===== src/rtl/region_protection_defines.svh =====
// constants for the region protection and translation unit
// How it works
// (RQ1) top two address bits pick region
// (RQ2) each region uses only its descriptor
// (RQ3) only top or bottom block legal
// (RQ4) descriptor bit 0 permits writes
// (RQ5) descriptor bit 1 permits instruction fetches
// (RQ6) descriptor bit 2 places block at top
// (RQ7) lowest size marker bit n-1 gives size
// (RQ8) descriptor high bits replace logical high bits
// (RQ9) software never programs regions below 256 bytes
// (RQ10) null descriptor means zero size region
// (RQ11) software avoids other invalid descriptor encodings
// (RQ12) bits n to 29 must match position
// (RQ13) one 32-bit descriptor register per region
// (RQ14) keep pointer to saved state block
// (RQ15) keep supervisor workspace descriptor for resume
// (RQ16) debug events return control to supervisor
// (RQ17) illegal access traps after saving state
// (RQ18) reads allowed anywhere legal in region
// (RQ19) workspace pointer must be writable, restartable trap
// (RQ20) check and translate before memory side effect
`ifndef REGION_PROTECTION_DEFINES_SVH
`define REGION_PROTECTION_DEFINES_SVH

`define REGION_HI_BIT 31
`define REGION_LO_BIT 30
`define VALID_HI_BIT 29
`define DESC_WRITE_BIT 0
`define DESC_EXEC_BIT 1
`define DESC_TOP_BIT 2
`define SIZE_MARK_LO 7
`define MIN_SIZE_LOG2 8
`define MAX_SIZE_LOG2 30
`define DESC_NULL 32'h0800_0000
`define DESC_RESET 32'h0800_0000

`define OFF_REGION0 8'h00
`define OFF_REGION1 8'h04
`define OFF_REGION2 8'h08
`define OFF_REGION3 8'h0C
`define OFF_STATE_PTR 8'h10
`define OFF_SUP_WDESC 8'h14
`define OFF_CONTROL 8'h18
`define OFF_STATUS 8'h1C
`define OFF_FAULT_ADDR 8'h20
`define OFF_TRAP_COUNT 8'h24

`define CTRL_GO_BIT 0
`define STAT_MODE_LO 0
`define STAT_CAUSE_LO 4
`define STAT_RESTART_BIT 8

`endif


===== src/rtl/region_protection_pkg.sv =====
// types shared by the region protection unit
package region_protection_pkg;
	typedef enum logic [1:0] {ACC_READ, ACC_WRITE, ACC_FETCH} access_kind_e;
	typedef enum logic [3:0] {
		CAUSE_NONE, CAUSE_RANGE, CAUSE_WRITE, CAUSE_FETCH,
		CAUSE_STACK, CAUSE_BREAK, CAUSE_STEP, CAUSE_WATCH
	} trap_cause_e;
	typedef enum logic [1:0] {ST_SUPERVISOR, ST_PROTECTED, ST_TRAPPED} mode_e;
endpackage


===== src/rtl/region_protection_translation.sv =====
// protection unit top: apb registers, protected-mode control, access gating
`include "region_protection_defines.svh"
module region_protection_translation
	import region_protection_pkg::*;
#(
	parameter int COUNT_W = 16
) (
	input wire logic pclk, // processor clock
	input wire logic presetn, // asynchronous reset, active low
	input wire logic psel, // apb select
	input wire logic penable, // apb access phase
	input wire logic pwrite, // apb write
	input wire logic [7:0] paddr, // apb byte address
	input wire logic [31:0] pwdata, // apb write data
	input wire logic [3:0] pstrb, // apb byte strobes
	output logic [31:0] prdata, // apb read data
	output logic pready, // apb ready
	output logic pslverr, // apb error on unmapped address
	input wire logic acc_valid, // core issues an access this cycle
	input wire logic [31:0] acc_addr, // logical address of access
	input wire access_kind_e acc_kind, // read, write or fetch
	input wire logic ws_check_valid, // workspace pointer just moved
	input wire logic [31:0] workspace_pointer, // new workspace pointer
	input wire logic breakpoint_jump, // breakpoint instruction executed
	input wire logic step_done, // single-stepped instruction completed
	input wire logic watch_write, // write hit the watchpoint region
	input wire logic state_saved, // core finished saving process state
	output logic mem_valid, // physical access forwarded to memory
	output logic [31:0] mem_addr, // physical address
	output access_kind_e mem_kind, // kind of forwarded access
	output logic acc_fault, // access refused, pulse
	output logic protected_mode, // protected process running
	output logic trap_req, // save state and leave protected mode
	output trap_cause_e trap_cause, // reason of the current trap
	output logic [31:0] trap_state_ptr, // where to save process state
	output logic resume_supervisor, // resume supervisor, pulse
	output logic [31:0] resume_wdesc // supervisor to resume
);
	if (COUNT_W < 1 || COUNT_W > 32) begin : g_bad
		$error("region_protection_translation: COUNT_W must be 1 to 32");
	end

	// register state
	logic [3:0][31:0] desc_reg, desc_next;
	logic [31:0] state_ptr_reg, state_ptr_next;
	logic [31:0] sup_wdesc_reg, sup_wdesc_next;
	logic [31:0] fault_addr_reg, fault_addr_next;
	logic [COUNT_W-1:0] trap_count_reg, trap_count_next;
	logic restart_reg, restart_next;
	mode_e mode_reg, mode_next;

	// output registers
	logic [31:0] prdata_reg, prdata_next;
	logic pready_reg, pready_next;
	logic pslverr_reg, pslverr_next;
	logic mem_valid_reg, mem_valid_next;
	logic [31:0] mem_addr_reg, mem_addr_next;
	access_kind_e mem_kind_reg, mem_kind_next;
	logic acc_fault_reg, acc_fault_next;
	logic trap_req_reg, trap_req_next;
	trap_cause_e trap_cause_reg, trap_cause_next;
	logic [31:0] trap_ptr_reg, trap_ptr_next;
	logic resume_reg, resume_next;
	logic [31:0] resume_wdesc_reg, resume_wdesc_next;

	// apb decode
	wire setup = psel && !penable;
	wire wr_take = psel && penable && pready_reg && pwrite;
	wire hit_region = (paddr[7:4] == 4'h0) && (paddr[1:0] == 2'b00);
	wire [1:0] region_sel = paddr[3:2];
	wire hit_ptr = paddr == `OFF_STATE_PTR;
	wire hit_wdesc = paddr == `OFF_SUP_WDESC;
	wire hit_ctrl = paddr == `OFF_CONTROL;
	wire hit_status = paddr == `OFF_STATUS;
	wire hit_fault = paddr == `OFF_FAULT_ADDR;
	wire hit_count = paddr == `OFF_TRAP_COUNT;
	wire hit_any = hit_region || hit_ptr || hit_wdesc || hit_ctrl || hit_status
		|| hit_fault || hit_count;
	wire wr_ok = wr_take && hit_any;
	wire go_write = wr_ok && hit_ctrl && pstrb[0] && pwdata[`CTRL_GO_BIT];

	function automatic logic [31:0] merge(input logic [31:0] old, input logic [31:0] nw,
			input logic [3:0] be);
		logic [31:0] res;
		res = old;
		for (int b = 0; b < 4; b++) begin
			if (be[b]) begin
				res[b*8 +: 8] = nw[b*8 +: 8];
			end
		end
		return res;
	endfunction

	// read data mux
	wire [31:0] status_word = (32'(mode_reg) << `STAT_MODE_LO)
		| (32'(trap_cause_reg) << `STAT_CAUSE_LO)
		| (32'(restart_reg) << `STAT_RESTART_BIT);
	wire [31:0] rd_mux = hit_region ? desc_reg[region_sel] :
		hit_ptr ? state_ptr_reg :
		hit_wdesc ? sup_wdesc_reg :
		hit_status ? status_word :
		hit_fault ? fault_addr_reg :
		hit_count ? 32'(trap_count_reg) : 32'h0000_0000;

	// access check, same cycle as the request
	logic chk_legal;
	trap_cause_e chk_cause;
	logic [31:0] chk_phys;
	logic ws_legal;
	trap_cause_e ws_cause;

	region_check u_access_check (
		.addr(acc_addr),
		.kind(acc_kind),
		.descs(desc_reg),
		.legal(chk_legal),
		.cause(chk_cause),
		.phys(chk_phys)
	);

	region_check u_workspace_check (
		.addr(workspace_pointer),
		.kind(ACC_WRITE),
		.descs(desc_reg),
		.legal(ws_legal),
		.cause(ws_cause),
		.phys()
	);

	wire in_prot = mode_reg == ST_PROTECTED;
	wire acc_bad = in_prot && acc_valid && !chk_legal; // RQ17
	wire ws_bad = in_prot && ws_check_valid && !ws_legal; // RQ19
	wire dbg_any = in_prot && (breakpoint_jump || step_done || watch_write); // RQ16
	wire trap_now = acc_bad || ws_bad || dbg_any;

	// cause priority: access fault, stack, breakpoint, step, watch
	wire trap_cause_e new_cause = acc_bad ? chk_cause :
		ws_bad ? CAUSE_STACK :
		breakpoint_jump ? CAUSE_BREAK :
		step_done ? CAUSE_STEP : CAUSE_WATCH;
	wire [31:0] new_fault_addr = acc_bad ? acc_addr :
		ws_bad ? workspace_pointer : fault_addr_reg;

	// register file next state
	always_comb begin
		desc_next = desc_reg;
		state_ptr_next = state_ptr_reg;
		sup_wdesc_next = sup_wdesc_reg;
		if (wr_ok && hit_region) begin
			desc_next[region_sel] = merge(desc_reg[region_sel], pwdata, pstrb); // RQ13
		end
		if (wr_ok && hit_ptr) begin
			state_ptr_next = merge(state_ptr_reg, pwdata, pstrb); // RQ14
		end
		if (wr_ok && hit_wdesc) begin
			sup_wdesc_next = merge(sup_wdesc_reg, pwdata, pstrb); // RQ15
		end
	end

	// apb answer: one wait-free access phase after each setup
	always_comb begin
		prdata_next = prdata_reg;
		pready_next = 1'b0;
		pslverr_next = 1'b0;
		if (setup) begin
			prdata_next = pwrite ? 32'h0000_0000 : rd_mux;
			pready_next = 1'b1;
			pslverr_next = !hit_any;
		end
	end

	// mode control and access forwarding
	always_comb begin
		mode_next = mode_reg;
		mem_valid_next = 1'b0;
		mem_addr_next = mem_addr_reg;
		mem_kind_next = mem_kind_reg;
		acc_fault_next = 1'b0;
		trap_req_next = trap_req_reg;
		trap_cause_next = trap_cause_reg;
		trap_ptr_next = trap_ptr_reg;
		resume_next = 1'b0;
		resume_wdesc_next = resume_wdesc_reg;
		fault_addr_next = fault_addr_reg;
		trap_count_next = trap_count_reg;
		restart_next = restart_reg;
		case (mode_reg)
			ST_SUPERVISOR: begin
				// supervisor accesses are already physical
				if (acc_valid) begin
					mem_valid_next = 1'b1;
					mem_addr_next = acc_addr;
					mem_kind_next = acc_kind;
				end
				if (go_write) begin
					mode_next = ST_PROTECTED;
					trap_cause_next = CAUSE_NONE;
					restart_next = 1'b0;
				end
			end
			ST_PROTECTED: begin
				if (acc_valid && chk_legal) begin // RQ20
					mem_valid_next = 1'b1;
					mem_addr_next = chk_phys;
					mem_kind_next = acc_kind;
				end
				acc_fault_next = acc_bad;
				if (trap_now) begin
					mode_next = ST_TRAPPED;
					trap_req_next = 1'b1;
					trap_cause_next = new_cause;
					trap_ptr_next = state_ptr_reg; // RQ14 RQ17
					fault_addr_next = new_fault_addr;
					restart_next = !acc_bad && ws_bad; // RQ19
					trap_count_next = trap_count_reg + COUNT_W'(1);
				end
			end
			ST_TRAPPED: begin
				// state is saved before the supervisor runs again
				if (state_saved) begin // RQ17
					mode_next = ST_SUPERVISOR;
					trap_req_next = 1'b0;
					resume_next = 1'b1; // RQ16
					resume_wdesc_next = sup_wdesc_reg; // RQ15
				end
			end
			default: begin
				mode_next = ST_SUPERVISOR;
				trap_req_next = 1'b0;
			end
		endcase
	end

	always_ff @(posedge pclk or negedge presetn) begin
		if (!presetn) begin
			desc_reg <= {4{`DESC_RESET}};
			state_ptr_reg <= 32'h0000_0000;
			sup_wdesc_reg <= 32'h0000_0000;
			fault_addr_reg <= 32'h0000_0000;
			trap_count_reg <= '0;
			restart_reg <= 1'b0;
			mode_reg <= ST_SUPERVISOR;
		end else begin
			desc_reg <= desc_next;
			state_ptr_reg <= state_ptr_next;
			sup_wdesc_reg <= sup_wdesc_next;
			fault_addr_reg <= fault_addr_next;
			trap_count_reg <= trap_count_next;
			restart_reg <= restart_next;
			mode_reg <= mode_next;
		end
	end

	always_ff @(posedge pclk or negedge presetn) begin
		if (!presetn) begin
			prdata_reg <= 32'h0000_0000;
			pready_reg <= 1'b0;
			pslverr_reg <= 1'b0;
		end else begin
			prdata_reg <= prdata_next;
			pready_reg <= pready_next;
			pslverr_reg <= pslverr_next;
		end
	end

	always_ff @(posedge pclk or negedge presetn) begin
		if (!presetn) begin
			mem_valid_reg <= 1'b0;
			mem_addr_reg <= 32'h0000_0000;
			mem_kind_reg <= ACC_READ;
			acc_fault_reg <= 1'b0;
			trap_req_reg <= 1'b0;
			trap_cause_reg <= CAUSE_NONE;
			trap_ptr_reg <= 32'h0000_0000;
			resume_reg <= 1'b0;
			resume_wdesc_reg <= 32'h0000_0000;
		end else begin
			mem_valid_reg <= mem_valid_next;
			mem_addr_reg <= mem_addr_next;
			mem_kind_reg <= mem_kind_next;
			acc_fault_reg <= acc_fault_next;
			trap_req_reg <= trap_req_next;
			trap_cause_reg <= trap_cause_next;
			trap_ptr_reg <= trap_ptr_next;
			resume_reg <= resume_next;
			resume_wdesc_reg <= resume_wdesc_next;
		end
	end

	// protected flag registered alongside the mode
	logic prot_out_reg;
	always_ff @(posedge pclk or negedge presetn) begin
		if (!presetn) begin
			prot_out_reg <= 1'b0;
		end else begin
			prot_out_reg <= mode_next == ST_PROTECTED;
		end
	end

	assign prdata = prdata_reg;
	assign pready = pready_reg;
	assign pslverr = pslverr_reg;
	assign mem_valid = mem_valid_reg;
	assign mem_addr = mem_addr_reg;
	assign mem_kind = mem_kind_reg;
	assign acc_fault = acc_fault_reg;
	assign protected_mode = prot_out_reg;
	assign trap_req = trap_req_reg;
	assign trap_cause = trap_cause_reg;
	assign trap_state_ptr = trap_ptr_reg;
	assign resume_supervisor = resume_reg;
	assign resume_wdesc = resume_wdesc_reg;
endmodule


===== src/rtl/region_check.sv =====
// combinational region selection, validity, permission and translation
`include "region_protection_defines.svh"
module region_check
	import region_protection_pkg::*;
#(
	parameter int MIN_LOG2 = `MIN_SIZE_LOG2,
	parameter int MAX_LOG2 = `MAX_SIZE_LOG2
) (
	input wire logic [31:0] addr, // logical address
	input wire access_kind_e kind, // read, write or fetch
	input wire logic [3:0][31:0] descs, // the four region descriptors
	output logic legal, // access may proceed
	output trap_cause_e cause, // reason when not legal
	output logic [31:0] phys // translated address
);
	if (MIN_LOG2 < `MIN_SIZE_LOG2 || MAX_LOG2 > `MAX_SIZE_LOG2 || MIN_LOG2 > MAX_LOG2) begin : g_bad
		$error("region_check: size limits out of range");
	end

	logic [3:0] size_ok;
	logic [3:0][31:0] low_mask;

	for (genvar r = 0; r < 4; r++) begin : g_reg
		logic [5:0] n;
		logic found;
		always_comb begin
			n = 6'h0;
			found = 1'b0;
			for (int k = `SIZE_MARK_LO; k < 32; k++) begin
				if (!found && descs[r][k]) begin // RQ7
					n = 6'(k + 1);
					found = 1'b1;
				end
			end
		end
		// null or out-of-range size markers give a region with no legal address
		assign size_ok[r] = found && (n >= 6'(MIN_LOG2)) && (n <= 6'(MAX_LOG2))
			&& (descs[r] != `DESC_NULL); // RQ10
		assign low_mask[r] = (32'h1 << n) - 32'h1;
	end

	wire [1:0] idx = addr[`REGION_HI_BIT:`REGION_LO_BIT]; // RQ1
	wire [31:0] sel_desc = descs[idx]; // RQ2
	wire [31:0] sel_low = low_mask[idx];
	wire sel_ok = size_ok[idx];
	wire [29:0] hi_bits = ~sel_low[`VALID_HI_BIT:0];
	wire [29:0] field = addr[`VALID_HI_BIT:0] & hi_bits;
	wire is_top = sel_desc[`DESC_TOP_BIT]; // RQ6
	wire in_block = is_top ? (field == hi_bits) : (field == 30'h0); // RQ3 RQ12
	wire wr_ok = sel_desc[`DESC_WRITE_BIT]; // RQ4
	wire ex_ok = sel_desc[`DESC_EXEC_BIT]; // RQ5

	assign phys = (sel_desc & ~sel_low) | (addr & sel_low); // RQ8

	always_comb begin
		legal = 1'b0;
		cause = CAUSE_RANGE;
		if (sel_ok && in_block) begin
			case (kind)
				ACC_READ: begin // RQ18
					legal = 1'b1;
					cause = CAUSE_NONE;
				end
				ACC_WRITE: begin
					legal = wr_ok;
					cause = wr_ok ? CAUSE_NONE : CAUSE_WRITE;
				end
				ACC_FETCH: begin
					legal = ex_ok;
					cause = ex_ok ? CAUSE_NONE : CAUSE_FETCH;
				end
				default: begin
					legal = 1'b0;
					cause = CAUSE_RANGE;
				end
			endcase
		end
	end
endmodule


===== config.mk =====
export PLATFORM = sky130hd
export DESIGN_NAME = region_protection_translation
export DESIGN_NICKNAME = d
export VERILOG_FILES = /design/src/rtl/region_protection_pkg.sv /design/src/rtl/region_protection_translation.sv /design/src/rtl/region_check.sv
export VERILOG_INCLUDE_DIRS = /design/src /design/src/rtl
export SDC_FILE = /design/constraint.sdc
export NUM_CORES = 1
export LEC_CHECK = 0
export ABC_AREA = 1
export ABC_CLOCK_PERIOD_IN_PS = 5350
export CAP_MARGIN = 20
export CORE_MARGIN = 2
export CORE_UTILIZATION = 51
export CTS_CLUSTER_SIZE = 16
export DETAILED_ROUTE_END_ITERATION = 8
export DONT_BUFFER_PORTS = 1
export PLACE_DENSITY = 0.68
export REMOVE_ABC_BUFFERS = 1
export SLEW_MARGIN = 20
export SYNTH_ARGS = -nofsm -noshare
export SYNTH_HDL_FRONTEND = slang
export SYNTH_SLANG_ARGS = --single-unit

===== constraint.sdc =====
create_clock -name pclk -period 5.35 [get_ports pclk]
set_input_delay 0.8025 -clock pclk [delete_from_list [all_inputs] [get_ports pclk]]
set_output_delay 0.8025 -clock pclk [all_outputs]
set_load 0.01 [all_outputs]

==> impl_metrics.yaml <==
synth:
  synth_edf_count: 0
  synth_common_cells: "nand2_1, o21ai_0, inv_1, dfrtp_1, nor2_1"
  synth_cell_types: 66
  ys_async_sr_fraction_pct: 100
  yosysTopAreaCellShare_pct: 38.3
  syn_area_um2: 24800
  seq_area_frac_synth_pct: 38.7
  netlist_top_cells_area: "dfrtp_1, nand2_1, o21ai_0, inv_1, nand3_1"
  synth.most_common_cell: "nand2_1"
  ys.warnings.count: 0
  synth_seq_cells: 383
  synth_top_cell_by_area: "dfrtp_1"
  synthFlopType: "dfrtp_1"
  syn_inst: 3610
  syn_area_per_cell_um2: 6.87
placed_design:
  dp_hpwl_mm: 90.3
  post-place-ws_ns: -0.581
  dp_cells: 4165
  finalWeightedCongestion: 1.10
  io_buffers: 0
cells_and_area:
  antenna_cells: 0
  stdcell_count: 4261
  largest_reg_flops: 128
  area_growth_pct: 11.3
  fillers: 4544
  final_nets: 3736
  drive_above_1_share_pct: 8.58
sta:
  fin_skew_ns: 0.0309
  max_slew_margin_pct: 12.1
  post-route-min-period_ns: 5.39
  worst_hold_slack_ns: -0.0835
  maxSlewViolCount: 0
  worstMarginPinSlew_ns: 1.32
  finalCritPeriodShare_pct: 101
  setup_viol: 7
  layout_setup_ws_ns: -0.0439
  hold_viol: 183
  max_freq_ghz: 0.185
pwr:
  total_power_mw: 6.98
  power_density_nw_per_um2: 253
  irDropWorstVdd_mv: 0.211
  power_leakage_nw: 13.3
job:
  cap_viol_max_count: 0
critical_path:
  critPathTopFamily: "simple AND/OR/NAND/NOR gates"
  cp_max_fo: 24
  r2r_slack_ns: -0.04
  slowest_stage: "dfrtp_1"
  reg2reg_from: "desc_reg[47]"
  worst_setup_path_end_kind: "flip-flop"
  r2r_cells: 26
  cp_common_cell: "nand2_1"
  critPathKind: "flip-flop to flip-flop"
  rr_endpoint: "trap_state_ptr[30]"
  arrival_ns: 5.91
  critPathMaxStageDelay_ns: 0.46
  worstSetupStartpointType: "flip-flop"
  worst-path-buf-inv: 3
  required_ns: 5.87
clock_network:
  cts_tree: "yes"
  clk_pin_slew_ns: 0.06
  cts_buffer_depth: 3
  clock_sinks: 383
  cts_root_buf: "clkbuf_16"
  insertion_delay_ns: 0.61
  cts_buffers: 44
  htree_levels: 2
global_routing:
  antenna_found_initial: 2
  grt.total_usage_pct: 46.1
  grt_overflow: 0
  grt_max_degree: 384
  grt_pass1_wl_mm: 170
  grt_pass1_vias: 25226
route:
  drt-pass1-iter-count: 7
  drcViolationCount: 0
  drt_iter0_drc: 4686
  num_vias: 27771
  vias_per_cell: 6.52
  drt_wl_total_mm: 119
  wl_per_cell_um: 27.9
  drtAntennaViolNets: 0
outcome:
  status: "finished with violations"
  violations: "negative hold slack, negative setup slack"
die:
  die_h_um: 224
  die_area_um2: 50400
  rows: 80
  coreArea_um2: 47800
  die_width_um: 224
  start_util_pct: 51.8
  io_pins: 262
min_path:
  min_path_type: "input port to async pin"
routing by layer:
layer  routed length, µm  track usage [%]  vias to the layer above
met2               49000             66.8                     2207
met4                7420             22.9                        4
met5                  23                0                        -
met3               17500             15.3                      443
met1               45000             61.6                    13111
li1                    -                -                    12006
cells by family after synthesis:
group,synth area share (%)
buffers and inverters,9.13
and+or+nand+nor,30.2
xor gates and xnor gates,1.55
other,0.0303
muxes,0.419
adders and majority gates,0.252
DFF,38.7
AOI/OAI and AO/OA,19.8
cell type report:
class / instances / area [µm²] / share of cell area [%]
Inverter: 400 / 1500 / 5.45
Sequential cell: 383 / 9590 / 34.8
Tap cell: 615 / 769 / 2.79
Timing Repair Buffer: 121 / 1050 / 3.81
Clock buffer: 59 / 1230 / 4.45
Clock inverter: 23 / 340 / 1.23
Multi-Input combinational cell: 2660 / 13100 / 47.5
report_power, final:
part	switching (mW)	total (mW)	internal, mW
clock network	1.39	3.36	1.97
logic	0.419	0.578	0.159
registers	0.0806	3.04	2.96
worst max-delay path by stage:
stage	from	to	cells after the start
after floorplan	paddr[1]	desc_reg[106]	12
after detailed placement	desc_reg[74]	fault_addr_reg[22]	28
after global placement	desc_reg[74]	fault_addr_reg[2]	27
after global routing	desc_reg[7]	trap_state_ptr[30]	32
after CTS	desc_reg[76]	mem_addr[24]	30
final	desc_reg[47]	trap_state_ptr[30]	26
cell usage in the layout, fill, tap and decap left out, types with 11 or more instances in the layout:
cell type and n:
nand4_1 71, nor4_1 15, buf_4 104, a22oi_1 18
o21ai_2 11, xor2_1 24, nor3_1 50, a221oi_1 25
inv_2 11, o21ai_0 463, a21oi_1 162, xnor2_1 19
o21ai_1 46, clkbuf_16 45, nor2_4 15, o211ai_1 32
dfrtp_1 378, nand2_1 1070, o22ai_1 25, inv_1 380
nand3_1 194, o221ai_1 17, a32o_1 18, nor2_2 29
nand3b_1 12, nor2_1 228
stage by stage:
step	instance area [µm²]	setup TNS (ns)	util, %
3_5_place_dp	25800	-56.94	53.9
6_report	27600	-0.0958	57.7
4_1_cts	27400	0	57.2
5_1_grt	27600	-0.0196	57.7
2_1_floorplan	24000	-207.02	-
3_3_place_gp	25800	-54.21	53.9
what timing repair did:
item | 4_1_cts | 5_1_grt
endpoints found under the setup margin | 124 | 124
gates cloned | 0 | 2
pin swaps | 1 | 8
gates resized for setup | 4 | 26
buffers inserted | 1 | 8
endpoints found under the hold margin | 379 | 379
No activity file was read; power rests on OpenSTA's default activity.
